### src/rtl/rtc_main_interrupt_pin_consts.vh
// Contract
// - Timer one pin polarity from bit zero
// - Timer one pin push-pull or open drain
// - Interrupt pin polarity from bit two
// - Interrupt pin push-pull or open drain
// - Multi-function pin polarity from bit four
// - Multi-function pin push-pull or open drain
// - Top two bits select multi-function source
// - Standby control bit governs periodic/timer enables
// - Each enabled counter tick raises periodic interrupt
// - First periodic interrupt may come early
// - All periodic enables zero suppresses periodic
// - Timer interrupts only while enable set
// - Enabled comparators compare, disabled read equal
// - Alarm forwarded only while bit six set
// - Power-fail interrupt while input low, enabled
// - Power-fail enable also enables battery detect
// - Routing bit picks multi-function or interrupt pin
// - Standby entry clears enables if control zero
// - Standby forces interrupt pins open drain
`ifndef RTC_MAIN_INTERRUPT_PIN_CONSTS_VH
`define RTC_MAIN_INTERRUPT_PIN_CONSTS_VH

// ----------------------------------------
// register word indices
// ----------------------------------------
`define REG_OUT_CFG 3'h0
`define REG_PER_EN 3'h1
`define REG_ALM_EN 3'h2
`define REG_CLK_MODE 3'h3
`define REG_ROUTE 3'h4
`define REG_STATUS 3'h5
`define REG_PINS 3'h6

// ----------------------------------------
// field positions
// ----------------------------------------
`define OC_TMR1_POL 0
`define OC_TMR1_PP 1
`define OC_INT_POL 2
`define OC_INT_PP 3
`define OC_MF_POL 4
`define OC_MF_PP 5
`define OC_SEL_LO 6
`define OC_SEL_HI 7
`define PE_TMR0 6
`define PE_TMR1 7
`define AE_ALARM 6
`define AE_PWRF 7
`define CM_STBY_INT 4
`define CM_STBY_TMR 5
// only the two standby bits of clock mode are kept
`define CM_WR_MASK 8'h30

// interrupt source index, shared by routing and status
`define SRC_PWRF 0
`define SRC_PER 1
`define SRC_ALARM 2
`define SRC_TMR0 3
`define SRC_TMR1 4
`define NSRC 5

// multi-function selection codes
`define MF_SEL_INT 2'h0
`define MF_SEL_TMR0 2'h1

// ----------------------------------------
// reset values
// ----------------------------------------
`define RST_BYTE 8'h00
`define RST_SRC 5'h00
`define RST_WORD 32'h00000000

`endif

### src/rtl/sync3.v
`timescale 1ns/1ns
// three-stage synchroniser; output moves only when stages two and three agree
module sync3
#(
    parameter RST_VAL = 1'b0
)
(
    // clock and reset
    input wire mclk,
    input wire resetn,
    // data
    input wire d,
    output reg q_r
);

reg s1_r;
reg s2_r;
reg s3_r;

always @(posedge mclk or negedge resetn)
begin
    if (!resetn)
    begin
        s1_r <= RST_VAL;
        s2_r <= RST_VAL;
        s3_r <= RST_VAL;
        q_r <= RST_VAL;
    end
    else
    begin
        s1_r <= d;
        s2_r <= s1_r;
        s3_r <= s2_r;
        if (s2_r == s3_r)
            q_r <= s3_r;
    end
end

endmodule // sync3

### src/rtl/pin_driver.v
`timescale 1ns/1ns
// polarity and drive style of one output pin
module pin_driver
(
    // clock and reset
    input wire mclk,
    input wire resetn,
    // control
    input wire assert_in,
    input wire active_high,
    input wire push_pull,
    input wire force_od,
    // pin
    output reg pin_o_r,
    output reg pin_oe_r
);

wire level;

assign level = active_high ? assert_in : ~assert_in;

always @(posedge mclk or negedge resetn)
begin
    if (!resetn)
    begin
        pin_o_r <= 1'b0;
        pin_oe_r <= 1'b0;
    end
    else if (push_pull && !force_od)
    begin
        pin_o_r <= level;
        pin_oe_r <= 1'b1;
    end
    else
    begin
        // open drain: only ever pulls low, high comes from the pull-up
        pin_o_r <= 1'b0;
        pin_oe_r <= ~level;
    end
end

endmodule // pin_driver

### src/rtl/rtc_interrupt_output_config.v
// The address map and the Avalon-MM interface to the registers are this design's own decisions.
`timescale 1ns/1ns
`include "rtc_main_interrupt_pin_consts.vh"
module rtc_interrupt_output_config
(
    // clock and reset
    input wire mclk,
    input wire resetn,
    // avalon-mm slave, word addressed
    input wire [2:0] address,
    input wire read,
    input wire write,
    input wire [31:0] writedata,
    output reg [31:0] readdata,
    output reg waitrequest,
    // events from counters and timers, same clock
    input wire [5:0] counter_tick,
    input wire timer0_event,
    input wire timer1_event,
    input wire timer0_wave,
    input wire timer1_wave,
    input wire [47:0] clock_counters,
    input wire [47:0] compare_bytes,
    // asynchronous inputs
    input wire power_fail_input_n,
    input wire standby,
    input wire battery_low,
    input wire osc_buffered,
    // output pins
    output wire timer_one_output_o,
    output wire timer_one_output_oe,
    output wire main_interrupt_pin_o,
    output wire main_interrupt_pin_oe,
    output wire multi_function_output_o,
    output wire multi_function_output_oe,
    // analog control
    output reg low_batt_detect_en_r
);

// ----------------------------------------
// registers
// ----------------------------------------
reg [7:0] out_cfg_r;
reg [7:0] per_en_r;
reg [7:0] alm_en_r;
reg [7:0] clk_mode_r;
reg [4:0] route_r;
reg [4:0] pend_r;
reg [4:0] pend_nxt;
reg standby_d_r;
reg all_eq_d_r;
reg [31:0] rd_mux;

wire pwrf_n_s;
wire standby_s;
wire batt_low_s;
wire osc_s;
wire acc_phase;
wire wr_go;
wire standby_entry;
wire stby_int_ok;
wire stby_tmr_ok;
wire [5:0] cmp_eq;
wire all_eq;
wire alarm_evt;
wire [4:0] src_set;
wire [4:0] src_gate;
wire [4:0] src_live;
wire int_assert;
wire mf_int;
wire mf_assert;
wire [1:0] mf_sel;

// ----------------------------------------
// asynchronous inputs
// ----------------------------------------
sync3 #(.RST_VAL(1'b1)) u_sync_pwrf
(
    .mclk(mclk),
    .resetn(resetn),
    .d(power_fail_input_n),
    .q_r(pwrf_n_s)
);

sync3 #(.RST_VAL(1'b0)) u_sync_stby
(
    .mclk(mclk),
    .resetn(resetn),
    .d(standby),
    .q_r(standby_s)
);

sync3 #(.RST_VAL(1'b0)) u_sync_batt
(
    .mclk(mclk),
    .resetn(resetn),
    .d(battery_low),
    .q_r(batt_low_s)
);

sync3 #(.RST_VAL(1'b0)) u_sync_osc
(
    .mclk(mclk),
    .resetn(resetn),
    .d(osc_buffered),
    .q_r(osc_s)
);

// ----------------------------------------
// bus access
// ----------------------------------------
// first edge of a request drops waitrequest, second edge completes it
assign acc_phase = (read || write) && !waitrequest;
assign wr_go = write && !waitrequest;

always @*
begin
    rd_mux = `RST_WORD;
    case (address)
        `REG_OUT_CFG: rd_mux[7:0] = out_cfg_r;
        `REG_PER_EN: rd_mux[7:0] = per_en_r;
        `REG_ALM_EN: rd_mux[7:0] = alm_en_r;
        `REG_CLK_MODE: rd_mux[7:0] = clk_mode_r;
        `REG_ROUTE: rd_mux[4:0] = route_r;
        `REG_STATUS: rd_mux[4:0] = pend_r;
        // battery flag only meaningful while detection is on
        `REG_PINS: rd_mux[3:0] = {low_batt_detect_en_r & batt_low_s, standby_s, ~pwrf_n_s, osc_s};
        default: rd_mux = `RST_WORD;
    endcase
end

always @(posedge mclk or negedge resetn)
begin
    if (!resetn)
    begin
        waitrequest <= 1'b1;
        readdata <= `RST_WORD;
    end
    else if (acc_phase)
    begin
        waitrequest <= 1'b1;
    end
    else if (read || write)
    begin
        waitrequest <= 1'b0;
        if (read)
            readdata <= rd_mux;
    end
end

// ----------------------------------------
// standby handling
// ----------------------------------------
assign standby_entry = standby_s && !standby_d_r;
assign stby_int_ok = !standby_s || clk_mode_r[`CM_STBY_INT];
assign stby_tmr_ok = stby_int_ok && (!standby_s || clk_mode_r[`CM_STBY_TMR]);

// ----------------------------------------
// configuration registers
// ----------------------------------------
always @(posedge mclk or negedge resetn)
begin
    if (!resetn)
    begin
        out_cfg_r <= `RST_BYTE;
        per_en_r <= `RST_BYTE;
        alm_en_r <= `RST_BYTE;
        clk_mode_r <= `RST_BYTE;
        route_r <= `RST_SRC;
        standby_d_r <= 1'b0;
    end
    else
    begin
        standby_d_r <= standby_s;
        if (wr_go)
        begin
            case (address)
                `REG_OUT_CFG: out_cfg_r <= writedata[7:0];
                `REG_PER_EN: per_en_r <= writedata[7:0];
                `REG_ALM_EN: alm_en_r <= writedata[7:0];
                `REG_CLK_MODE: clk_mode_r <= writedata[7:0] & `CM_WR_MASK;
                `REG_ROUTE: route_r <= writedata[4:0];
                default: ;
            endcase
        end
        // standby entry outranks a write in the same cycle
        if (standby_entry && !clk_mode_r[`CM_STBY_INT])
        begin
            per_en_r <= `RST_BYTE;
            alm_en_r[`AE_PWRF:`AE_ALARM] <= 2'h0;
        end
    end
end

// ----------------------------------------
// alarm comparators
// ----------------------------------------
genvar gi;
generate
    for (gi = 0; gi < 6; gi = gi + 1)
    begin : g_cmp
        // disabled comparator reads always equal
        assign cmp_eq[gi] = !alm_en_r[gi] ||
            (clock_counters[gi*8 +: 8] == compare_bytes[gi*8 +: 8]);
    end
endgenerate

assign all_eq = &cmp_eq;
// with no comparator enabled no alarm flag can arise
assign alarm_evt = all_eq && !all_eq_d_r && (|alm_en_r[5:0]);

// ----------------------------------------
// interrupt sources
// ----------------------------------------
// ticks counted as they arrive, no realignment to the enable
assign src_set[`SRC_PER] = |(counter_tick & per_en_r[5:0]) && stby_int_ok;
assign src_set[`SRC_TMR0] = timer0_event && per_en_r[`PE_TMR0] && stby_tmr_ok;
assign src_set[`SRC_TMR1] = timer1_event && per_en_r[`PE_TMR1] && stby_tmr_ok;
assign src_set[`SRC_ALARM] = alarm_evt;
assign src_set[`SRC_PWRF] = !pwrf_n_s && alm_en_r[`AE_PWRF] && stby_int_ok;

assign src_gate[`SRC_PER] = |per_en_r[5:0] && stby_int_ok;
assign src_gate[`SRC_TMR0] = per_en_r[`PE_TMR0] && stby_tmr_ok;
assign src_gate[`SRC_TMR1] = per_en_r[`PE_TMR1] && stby_tmr_ok;
assign src_gate[`SRC_ALARM] = alm_en_r[`AE_ALARM] && stby_int_ok;
assign src_gate[`SRC_PWRF] = alm_en_r[`AE_PWRF] && stby_int_ok;

assign src_live = pend_r & src_gate;

// ----------------------------------------
// pending flags, write one to clear
// ----------------------------------------
always @*
begin
    pend_nxt = pend_r;
    if (wr_go && address == `REG_STATUS)
        pend_nxt = pend_nxt & ~writedata[4:0];
    // a new event in the clearing cycle survives
    pend_nxt = pend_nxt | src_set;
end

always @(posedge mclk or negedge resetn)
begin
    if (!resetn)
    begin
        pend_r <= `RST_SRC;
        // every comparator is off after reset, so all-equal starts high
        all_eq_d_r <= 1'b1;
        low_batt_detect_en_r <= 1'b0;
    end
    else
    begin
        pend_r <= pend_nxt;
        all_eq_d_r <= all_eq;
        low_batt_detect_en_r <= alm_en_r[`AE_PWRF];
    end
end

// ----------------------------------------
// pin routing
// ----------------------------------------
assign int_assert = |(src_live & ~route_r);
assign mf_int = |(src_live & route_r);
assign mf_sel = out_cfg_r[`OC_SEL_HI:`OC_SEL_LO];
assign mf_assert = mf_sel[1] ? osc_s :
    (mf_sel == `MF_SEL_TMR0) ? timer0_wave : mf_int;

// ----------------------------------------
// pin drivers
// ----------------------------------------
// standby drops every pin to open drain; the host side is unpowered
pin_driver u_pin_tmr1
(
    .mclk(mclk),
    .resetn(resetn),
    .assert_in(timer1_wave),
    .active_high(out_cfg_r[`OC_TMR1_POL]),
    .push_pull(out_cfg_r[`OC_TMR1_PP]),
    .force_od(standby_s),
    .pin_o_r(timer_one_output_o),
    .pin_oe_r(timer_one_output_oe)
);

pin_driver u_pin_int
(
    .mclk(mclk),
    .resetn(resetn),
    .assert_in(int_assert),
    .active_high(out_cfg_r[`OC_INT_POL]),
    .push_pull(out_cfg_r[`OC_INT_PP]),
    .force_od(standby_s),
    .pin_o_r(main_interrupt_pin_o),
    .pin_oe_r(main_interrupt_pin_oe)
);

pin_driver u_pin_mf
(
    .mclk(mclk),
    .resetn(resetn),
    .assert_in(mf_assert),
    .active_high(out_cfg_r[`OC_MF_POL]),
    .push_pull(out_cfg_r[`OC_MF_PP]),
    .force_od(standby_s),
    .pin_o_r(multi_function_output_o),
    .pin_oe_r(multi_function_output_oe)
);

endmodule // rtc_interrupt_output_config

### config.mk
export PLATFORM = sky130hd
export DESIGN_NAME = rtc_interrupt_output_config
export DESIGN_NICKNAME = d
export VERILOG_FILES = /design/src/rtl/sync3.v /design/src/rtl/pin_driver.v /design/src/rtl/rtc_interrupt_output_config.v
export VERILOG_INCLUDE_DIRS = /design/src /design/src/rtl
export SDC_FILE = /design/constraint.sdc
export NUM_CORES = 1
export LEC_CHECK = 0
export ABC_AREA = 1
export BUFFER_PORTS_ARGS = -buffer_cell sky130_fd_sc_hd__buf_2
export CAP_MARGIN = 10
export CORE_UTILIZATION = 40
export CTS_CLUSTER_DIAMETER = 30
export CTS_CLUSTER_SIZE = 16
export DETAILED_ROUTE_END_ITERATION = 16
export PLACE_DENSITY = 0.76
export SLEW_MARGIN = 40
export SYNTH_ARGS = -nofsm -noshare
export SYNTH_HDL_FRONTEND = slang
export SYNTH_HIERARCHICAL = 1
export SYNTH_SLANG_ARGS = --single-unit
### constraint.sdc
create_clock -name mclk -period 2.7 [get_ports mclk]
set_clock_uncertainty 0.2 [all_clocks]
set_input_delay 0.81 -clock mclk [delete_from_list [all_inputs] [get_ports mclk]]
set_output_delay 0.81 -clock mclk [all_outputs]
set_load 0.02 [all_outputs]
==> results of run 1 <==
-- metal layers --
| metal | share of wire | wire (um) |
|---|---|---|
| met5 | 0 | 0 |
| met4 | 0.013 | 135 |
| met3 | 0.066 | 672 |
| met2 | 0.48 | 4938 |
| met1 | 0.44 | 4497 |
-- registers in the layout (all words and copies together), names as in the netlist, 2 cells and up --
register    count
alm_en_r        8
out_cfg_r       8
per_en_r        8
readdata        8
pend_r          5
route_r         5
clk_mode_r      2
-- worst reg2reg max path: cells and delay by family (launching register included) --
family / cells / cell delay (ns)
DFF: 1 / 0.56
and+or+nand+nor: 2 / 0.63
AOI/OAI and AO/OA: 2 / 0.39
-- cells in the mapped netlist, drive strengths merged --
cell type  count
a21o           1
a21oi         11
a221oi         1
a22oi          1
buf           27
clkbuf         1
conb           1
dfrtp         64
dfstp          6
inv           65
nand2        162
nand3         20
nand3b         1
nand4          5
nor2          30
nor3           4
nor4           1
o2111ai        3
o211ai         2
o21ai         47
o221ai         1
o22ai          8
or2            1
xnor2         39
-- worst max-delay path by stage --
stage             endpoint        start
3_5_place_dp   alm_en_r[6]   address[0]
2_1_floorplan  alm_en_r[1]   address[0]
4_1_cts        waitrequest  waitrequest
5_1_grt        waitrequest  waitrequest
6_report       waitrequest  waitrequest
3_3_place_gp   alm_en_r[3]   address[0]
-- layout make-up --
class / count / share of cell area
Multi-Input combinational cell: 362 / 0.3725
Clock inverter: 6 / 0.007937
Clock buffer: 10 / 0.02611
Inverter: 65 / 0.04992
Sequential cell: 70 / 0.3600
Timing Repair Buffer: 143 / 0.1505
Tap cell: 129 / 0.03303
-- logic make-up (layout without fill, tap and decap cells) --
| kind of cell | after synthesis | after routing | synth area share |
|---|---|---|---|
| other | 1 | 24 | 0.0009497 |
| buffers and inverters | 93 | 224 | 0.1153 |
| and+or+nand+nor | 224 | 224 | 0.2402 |
| xor gates and xnor gates | 39 | 39 | 0.08650 |
| AOI/OAI and AO/OA | 75 | 75 | 0.1115 |
| DFF | 70 | 70 | 0.4455 |
-- power by group --
part / switching (mW) / internal, mW
logic: 0.485 / 0.325
clock network: 0.388 / 0.329
registers: 0.173 / 1.26
-- per-stage QoR --
stage | power [mW] | instances | cell area, um^2 | util | hold slack, ns
5_1_grt | 3.154 | 785 | 4887 | 0.5191 | 0.1569
2_1_floorplan | 1.950 | 525 | 4035 | - | 0.1312
6_report | 2.957 | 785 | 4887 | 0.5191 | 0.1535
4_1_cts | 2.979 | 785 | 4887 | 0.5191 | 0.1568
3_3_place_gp | 2.226 | 769 | 4721 | 0.5014 | 0.1319
3_5_place_dp | 2.259 | 769 | 4721 | 0.5014 | 0.1394
==> flow_metrics.env, run 1 <==
export IMPL_worstReg2RegEnd="per_en_r[4]"
export IMPL_worstSetupPathDepth=1
export IMPL_synth_area_leaders="dfrtp_1, nand2_1, xnor2_1"
export IMPL_ir_worst_vdd_uv=320.4
export IMPL_finalSetupViolCount=0
export IMPL_drt_total_wl_um=10240
export IMPL_final_cell_mix="nand2_1, buf_2, dfrtp_1"
export IMPL_path_max_fanout=4
export IMPL_dieArea_um2=10270
export IMPL_use_met1=0.2816
export IMPL_rows=35
export IMPL_seq_area_um2=1759
export IMPL_fin_ws_ns=0.5967
export IMPL_grt_pass1_wl_um=17030
export IMPL_final_common_cell="nand2_1"
export IMPL_synth_seq_cells=70
export IMPL_die_w_um=101.4
export IMPL_cts_tree="yes"
export IMPL_syn_area_um2=3949
export IMPL_critical_path_top_delay_family="flip-flops"
export IMPL_run_status="complete, no violations"
export IMPL_grt_use_met2=0.3642
export IMPL_yosys_area_top_type="dfrtp_1"
export IMPL_drive_gt1_frac=0.2851
export IMPL_met3_usage=0.04762
export IMPL_cts_setup_buffers=0
export IMPL_ctsResizeCount=0
export IMPL_clk_latency_ns=0.35
export IMPL_hold_depth=0
export IMPL_chipHeight_um=101.4
export IMPL_hold_buffers=0
export IMPL_synth_cell_types=34
export IMPL_drv_cap=0
export IMPL_slew_viol_final=0
export IMPL_first_pass_iters=5
export IMPL_grt_max_degree=31
export IMPL_ant_nets=0
export IMPL_crit_chain="buf_2"
export IMPL_syn_inst=502
export IMPL_clock_fmax_mhz=475.5
export IMPL_fin_crit_ns=2.103
export IMPL_path_class="reg -> out"
export IMPL_diodes=0
export IMPL_coreArea_um2=9415
export IMPL_antenna_found_initial=0
export IMPL_slowest_stage="dfstp_2"
export IMPL_fin_crit_sh=0.7790
export IMPL_dpl_worst_slack_ns=0.4616
export IMPL_multi_input_area_um2=1821
export IMPL_dp_final_hpwl_um=8268
export IMPL_worst_path_buf_inv=1
export IMPL_synth_top_cell_area_share=0.4056
export IMPL_yosysWarnings=6
export IMPL_regToRegSetupSlack_ns=0.78
export IMPL_rr_worst_depth=4
export IMPL_hold_path_class="reg -> reg"
export IMPL_portBuffers=140
export IMPL_ys_seq_area_frac=0.4455
export IMPL_grt_busiest_layer="met2"
export IMPL_wire_per_inst_um=13.05
export IMPL_cp_slowest_stage_delay_ns=0.57
export IMPL_clockRootBuffer="clkbuf_8"
export IMPL_fillCellCount=943
export IMPL_min_to="u_sync_osc/s2_r"
export IMPL_p_leak_nw=2.589
export IMPL_grt_pass1_vias=3663
export IMPL_cts_buffer_depth=2
export IMPL_clk_pin_slew_ns=0.07
export IMPL_start_kind="flip-flop"
export IMPL_grt_ovfl_total=0
export IMPL_powerDensity_nw_per_um2=605.1
export IMPL_htree_levels=3
export IMPL_cts_sinks=70
export IMPL_drc_errors=0
export IMPL_io_pins=189
export IMPL_route_vias_total=3719
export IMPL_drtIter0Drc=192
export IMPL_crit_arrival_ns=1.09
export IMPL_setup_tns_ns=0
export IMPL_end_kind="output pin"
export IMPL_cts_buffers=9
export IMPL_hold_start="u_sync_osc/s1_r"
export IMPL_crit_reg2reg_launch="u_sync_stby/q_r"
export IMPL_rsz0062_at_grt="no"
export IMPL_area_growth_pct=23.76
export IMPL_routabilityCongestion=0.8898
export IMPL_worst_pin_slew_ns=0.5186
export IMPL_start_util=0.4194
export IMPL_synth_area_per_cell_um2=7.866
export IMPL_cp_required_ns=1.69
export IMPL_viasPerCell=4.738
export IMPL_relSlewSlack=0.6532
export IMPL_final_nets=800
export IMPL_hold_viol=0
export IMPL_track_usage=0.2182
No activity file was read; power rests on OpenSTA's default activity.
==> run 2, diff against run 1 <==
- clock period: 2.7 -> 2.1 ns (I/O delays scaled with it)
==> run 2 against run 1 <==
Cell count up 0.25%. Critical endpoint unchanged. Via count up 0.46%. Register-to-register slack worse by 0.52 ns. Largest cell class unchanged. Sequential cell count unchanged. Sequential share of layout area down 0.58 points. Wire length up 1.7%. Final area up 1.7%. Critical path type unchanged.
==> flow_metrics.env, run 2 (synthesized netlist as in run 1, its figures left out) <==
export IMPL_ant_nets=0
export IMPL_clk_pin_slew_ns=0.07
export IMPL_dp_final_hpwl_um=8320
export IMPL_clockRootBuffer="clkbuf_8"
export IMPL_fin_crit_ns=1.915
export IMPL_clock_fmax_mhz=522.1
export IMPL_multi_input_area_um2=1821
export IMPL_path_class="reg -> out"
export IMPL_routabilityCongestion=0.8911
export IMPL_io_pins=189
export IMPL_cp_slowest_stage_delay_ns=0.57
export IMPL_cts_setup_buffers=0
export IMPL_drc_errors=0
export IMPL_cts_tree="yes"
export IMPL_relSlewSlack=0.6544
export IMPL_cts_sinks=70
export IMPL_slowest_stage="dfstp_2"
export IMPL_rsz0062_at_grt="no"
export IMPL_cp_required_ns=1.27
export IMPL_grt_ovfl_total=0
export IMPL_first_pass_iters=5
export IMPL_final_common_cell="nand2_1"
export IMPL_seq_area_um2=1760
export IMPL_track_usage=0.2225
export IMPL_final_nets=802
export IMPL_slew_viol_final=0
export IMPL_fillCellCount=924
export IMPL_setup_tns_ns=0
export IMPL_grt_pass1_wl_um=17150
export IMPL_fin_ws_ns=0.1845
export IMPL_wire_per_inst_um=13.24
export IMPL_rows=35
export IMPL_drt_total_wl_um=10420
export IMPL_worst_pin_slew_ns=0.5184
export IMPL_ir_worst_vdd_uv=512.7
export IMPL_htree_levels=3
export IMPL_die_w_um=101.4
export IMPL_drv_cap=0
export IMPL_cts_buffers=9
export IMPL_hold_path_class="reg -> reg"
export IMPL_antenna_found_initial=0
export IMPL_drive_gt1_frac=0.2888
export IMPL_worst_path_buf_inv=1
export IMPL_run_status="complete, no violations"
export IMPL_end_kind="output pin"
export IMPL_start_kind="flip-flop"
export IMPL_route_vias_total=3736
export IMPL_powerDensity_nw_per_um2=814.8
export IMPL_diodes=0
export IMPL_area_growth_pct=25.89
export IMPL_portBuffers=140
export IMPL_hold_viol=0
export IMPL_dpl_worst_slack_ns=0.1523
export IMPL_clk_latency_ns=0.35
export IMPL_p_leak_nw=2.623
export IMPL_grt_max_degree=62
export IMPL_grt_pass1_vias=3607
export IMPL_fin_crit_sh=0.9121
export IMPL_dieArea_um2=10270
export IMPL_cts_buffer_depth=2
export IMPL_crit_chain="buf_2"
export IMPL_coreArea_um2=9415
export IMPL_viasPerCell=4.747
export IMPL_final_cell_mix="nand2_1, buf_2, dfrtp_1"
export IMPL_drtIter0Drc=182
export IMPL_start_util=0.4194
export IMPL_chipHeight_um=101.4
export IMPL_crit_arrival_ns=1.09
export IMPL_path_max_fanout=4
export IMPL_critical_path_top_delay_family="flip-flops"
export IMPL_finalSetupViolCount=0
run 2: cell types whose count changed in the layout (fill, tap and decap cells not counted):
| cell | previous run | this run |
|---|---|---|
| dfrtp_2 | 0 | 1 |
| clkbuf_1 | 1 | 0 |
| dfrtp_1 | 64 | 63 |
| bufinv_16 | 0 | 1 |
| clkbuf_8 | 9 | 12 |
| clkinv_2 | 3 | 0 |
| dlygate4sd3_1 | 0 | 1 |
| buf_12 | 1 | 2 |
run 2: per-stage QoR:
step           power, mW    util  std cells  cell area (um^2)  hold slack (ns)
6_report           4.050  0.5280        787              4971           0.1488
4_1_cts            4.076  0.5278        787              4970           0.1485
3_5_place_dp       2.918  0.5035        770              4741           0.1356
2_1_floorplan      2.507       -        525              4035           0.1312
3_3_place_gp       2.879  0.5035        770              4741           0.1318
5_1_grt            4.315  0.5280        787              4971           0.1528
run 2: what timing repair did:
item                                    CTS  global route
hold endpoints to repair                  9             0
hold buffers                              1             0
endpoints found under the setup margin    0             1
resized for setup                         0             1
run 2: area by class of cell:
cell class	instances	share of cell area
Multi-Input combinational cell	362	0.3662
Tap cell	129	0.03247
Clock buffer	12	0.03322
Clock inverter	4	0.01082
Inverter	65	0.04908
Timing Repair Buffer	145	0.1540
Sequential cell	70	0.3541
run 2: worst paths after layout:
| check | depth (start not counted) | slack (ns) | start | endpoint |
|---|---|---|---|---|
| min reg2reg | 0 | 0.15 | u_sync_batt/s1_r | u_sync_batt/s2_r |
| min in group asynchronous | 2 | 0.48 | resetn | u_sync_osc/s2_r |
| min | 0 | 0.15 | u_sync_batt/s1_r | u_sync_batt/s2_r |
| max | 1 | 0.18 | waitrequest | waitrequest |
| max reg2reg | 4 | 0.26 | u_sync_stby/q_r | per_en_r[3] |
| max in group asynchronous | 3 | 0.58 | resetn | u_sync_pwrf/s1_r |
run 2: layer usage:
layer  wire (um)  part of all wire  track usage  vias to the layer above
met4         120             0.012      0.05797                        0
met5           0                 0            0                        -
met1        4667              0.45       0.2982                     1731
met2        4986              0.48       0.3668                      153
met3         647             0.062      0.04762                       11
li1            -                 -            -                     1841
run 2: report_power, final:
group	switching, mW	internal, mW
registers	0.232	1.62
logic	0.628	0.424
clock network	0.503	0.647
total	1.36	2.69
==> run 3, diff against run 2 <==
- ABC_CLOCK_PERIOD_IN_PS: unset -> 2100
- CORE_UTILIZATION: 40 -> 30
- PLACE_DENSITY: 0.76 -> 0.66
==> run 3 against run 2 <==
Sequential power barely moved. Final area rose by 2.9%. Fmax rose by 0.22%. Critical path depth did not move. Cell count rose by 5.8%. Non-clock buffer count rose by 3. Critical endpoint unchanged. Largest power group unchanged.
==> flow_metrics.env, run 3 (synthesized netlist as in run 1, its figures left out) <==
export IMPL_dp_final_hpwl_um=7912
export IMPL_area_growth_pct=29.50
export IMPL_final_common_cell="nand2_1"
export IMPL_dp_cells=817
export IMPL_start_util=0.3104
export IMPL_ctsResizeCount=0
export IMPL_clk_latency_ns=0.34
export IMPL_path_max_fanout=4
export IMPL_clk_pin_slew_ns=0.05
export IMPL_chipHeight_um=116.7
export IMPL_final_nets=805
export IMPL_slew_viol_final=0
export IMPL_die_w_um=116.7
export IMPL_p_leak_nw=2.684
export IMPL_route_vias_total=3623
export IMPL_powerDensity_nw_per_um2=866.0
export IMPL_cts_sinks=70
export IMPL_end_kind="output pin"
export IMPL_cts_setup_buffers=0
export IMPL_grt_ovfl_total=0
export IMPL_drt_total_wl_um=10080
export IMPL_drv_cap=0
export IMPL_ant_nets=0
export IMPL_cp_slowest_stage_delay_ns=0.57
export IMPL_diodes=0
export IMPL_fin_crit_sh=0.9101
export IMPL_multi_input_area_um2=1821
export IMPL_seq_area_um2=1759
export IMPL_fin_area_um2=5114
export IMPL_routabilityCongestion=0.9145
export IMPL_crit_chain="buf_2"
export IMPL_track_usage=0.1617
export IMPL_start_kind="flip-flop"
export IMPL_coreArea_um2=12720
export IMPL_fillCellCount=1388
export IMPL_cts_buffer_depth=2
export IMPL_path_class="reg -> out"
export IMPL_rsz0062_at_grt="no"
export IMPL_clockRootBuffer="clkbuf_16"
export IMPL_clock_fmax_mhz=523.2
export IMPL_ir_worst_vdd_uv=553.9
export IMPL_regToRegSetupSlack_ns=0.31
export IMPL_grt_pass1_wl_um=16480
export IMPL_grt_max_degree=71
export IMPL_drive_gt1_frac=0.2905
export IMPL_portBuffers=140
export IMPL_rows=41
export IMPL_run_status="complete, no violations"
export IMPL_slowest_stage="dfstp_2"
export IMPL_setup_tns_ns=0
export IMPL_hold_path_class="in -> async"
export IMPL_wire_per_inst_um=12.11
export IMPL_critical_path_top_delay_family="flip-flops"
export IMPL_worst_path_buf_inv=1
export IMPL_fin_crit_ns=1.911
export IMPL_finalSetupViolCount=0
export IMPL_io_pins=189
export IMPL_cp_required_ns=1.27
export IMPL_hold_viol=0
export IMPL_drc_errors=0
export IMPL_cts_tree="yes"
export IMPL_first_pass_iters=5
export IMPL_htree_levels=3
export IMPL_place_area_um2=4812
export IMPL_drtIter0Drc=220
export IMPL_hold_buffers=0
export IMPL_antenna_found_initial=0
export IMPL_final_cell_mix="nand2_1, buf_2, dfrtp_1"
export IMPL_dieArea_um2=13630
export IMPL_finalNonFillerCells=833
export IMPL_cts_buffers=9
export IMPL_grt_pass1_vias=3394
export IMPL_viasPerCell=4.349
export IMPL_crit_arrival_ns=1.08
run 3: cell types whose count changed in the layout (fill, tap and decap cells not counted), sizes merged:
| cell | previous run | this run |
|---|---|---|
| dlygate4sd3 | 1 | 0 |
| buf | 144 | 148 |
| clkinv | 1 | 3 |
| clkinvlp | 2 | 0 |
run 3: final timing paths:
kind	from	endpoint	cells after the start
worst min register to register	u_sync_osc/s1_r	u_sync_osc/s2_r	0
worst min-delay path	resetn	u_sync_stby/s1_r	2
min in group mclk	u_sync_osc/s1_r	u_sync_osc/s2_r	0
max in group asynchronous	resetn	u_sync_pwrf/s1_r	2
worst max-delay path	waitrequest	waitrequest	1
worst max register to register	u_sync_stby/q_r	per_en_r[4]	5
run 3: area by class of cell:
type,instances,area share
Multi-Input combinational cell,362,0.3560
Sequential cell,70,0.3440
Timing Repair Buffer,148,0.1512
Clock buffer,12,0.05016
Inverter,65,0.04771
Tap cell,172,0.04208
Clock inverter,4,0.008808
run 3: power by group:
group	total, mW	switching, mW	internal, mW
registers	1.83	0.214	1.62
logic	1.06	0.624	0.434
clock network	1.54	0.560	0.978
total	4.43	1.40	3.03
run 3: stage by stage:
step	setup slack [ns]	hold WS, ns	power, mW	util
final	0.1887	0.09979	4.429	0.4019
after global routing	0.1482	0.1254	4.729	0.4019
after CTS	0.1741	0.1206	4.483	0.4019
after floorplan	0.4487	0.1312	2.507	-
after global placement	0.1951	0.1330	2.900	0.3782
after detailed placement	0.1673	0.1356	2.918	0.3782
run 3: layer usage:
| layer | global-route usage | share of wire |
|---|---|---|
| met1 | 0.2285 | 0.48 |
| met2 | 0.2430 | 0.44 |
| met3 | 0.04203 | 0.071 |
| met4 | 0.04557 | 0.011 |
| met5 | 0 | 0 |
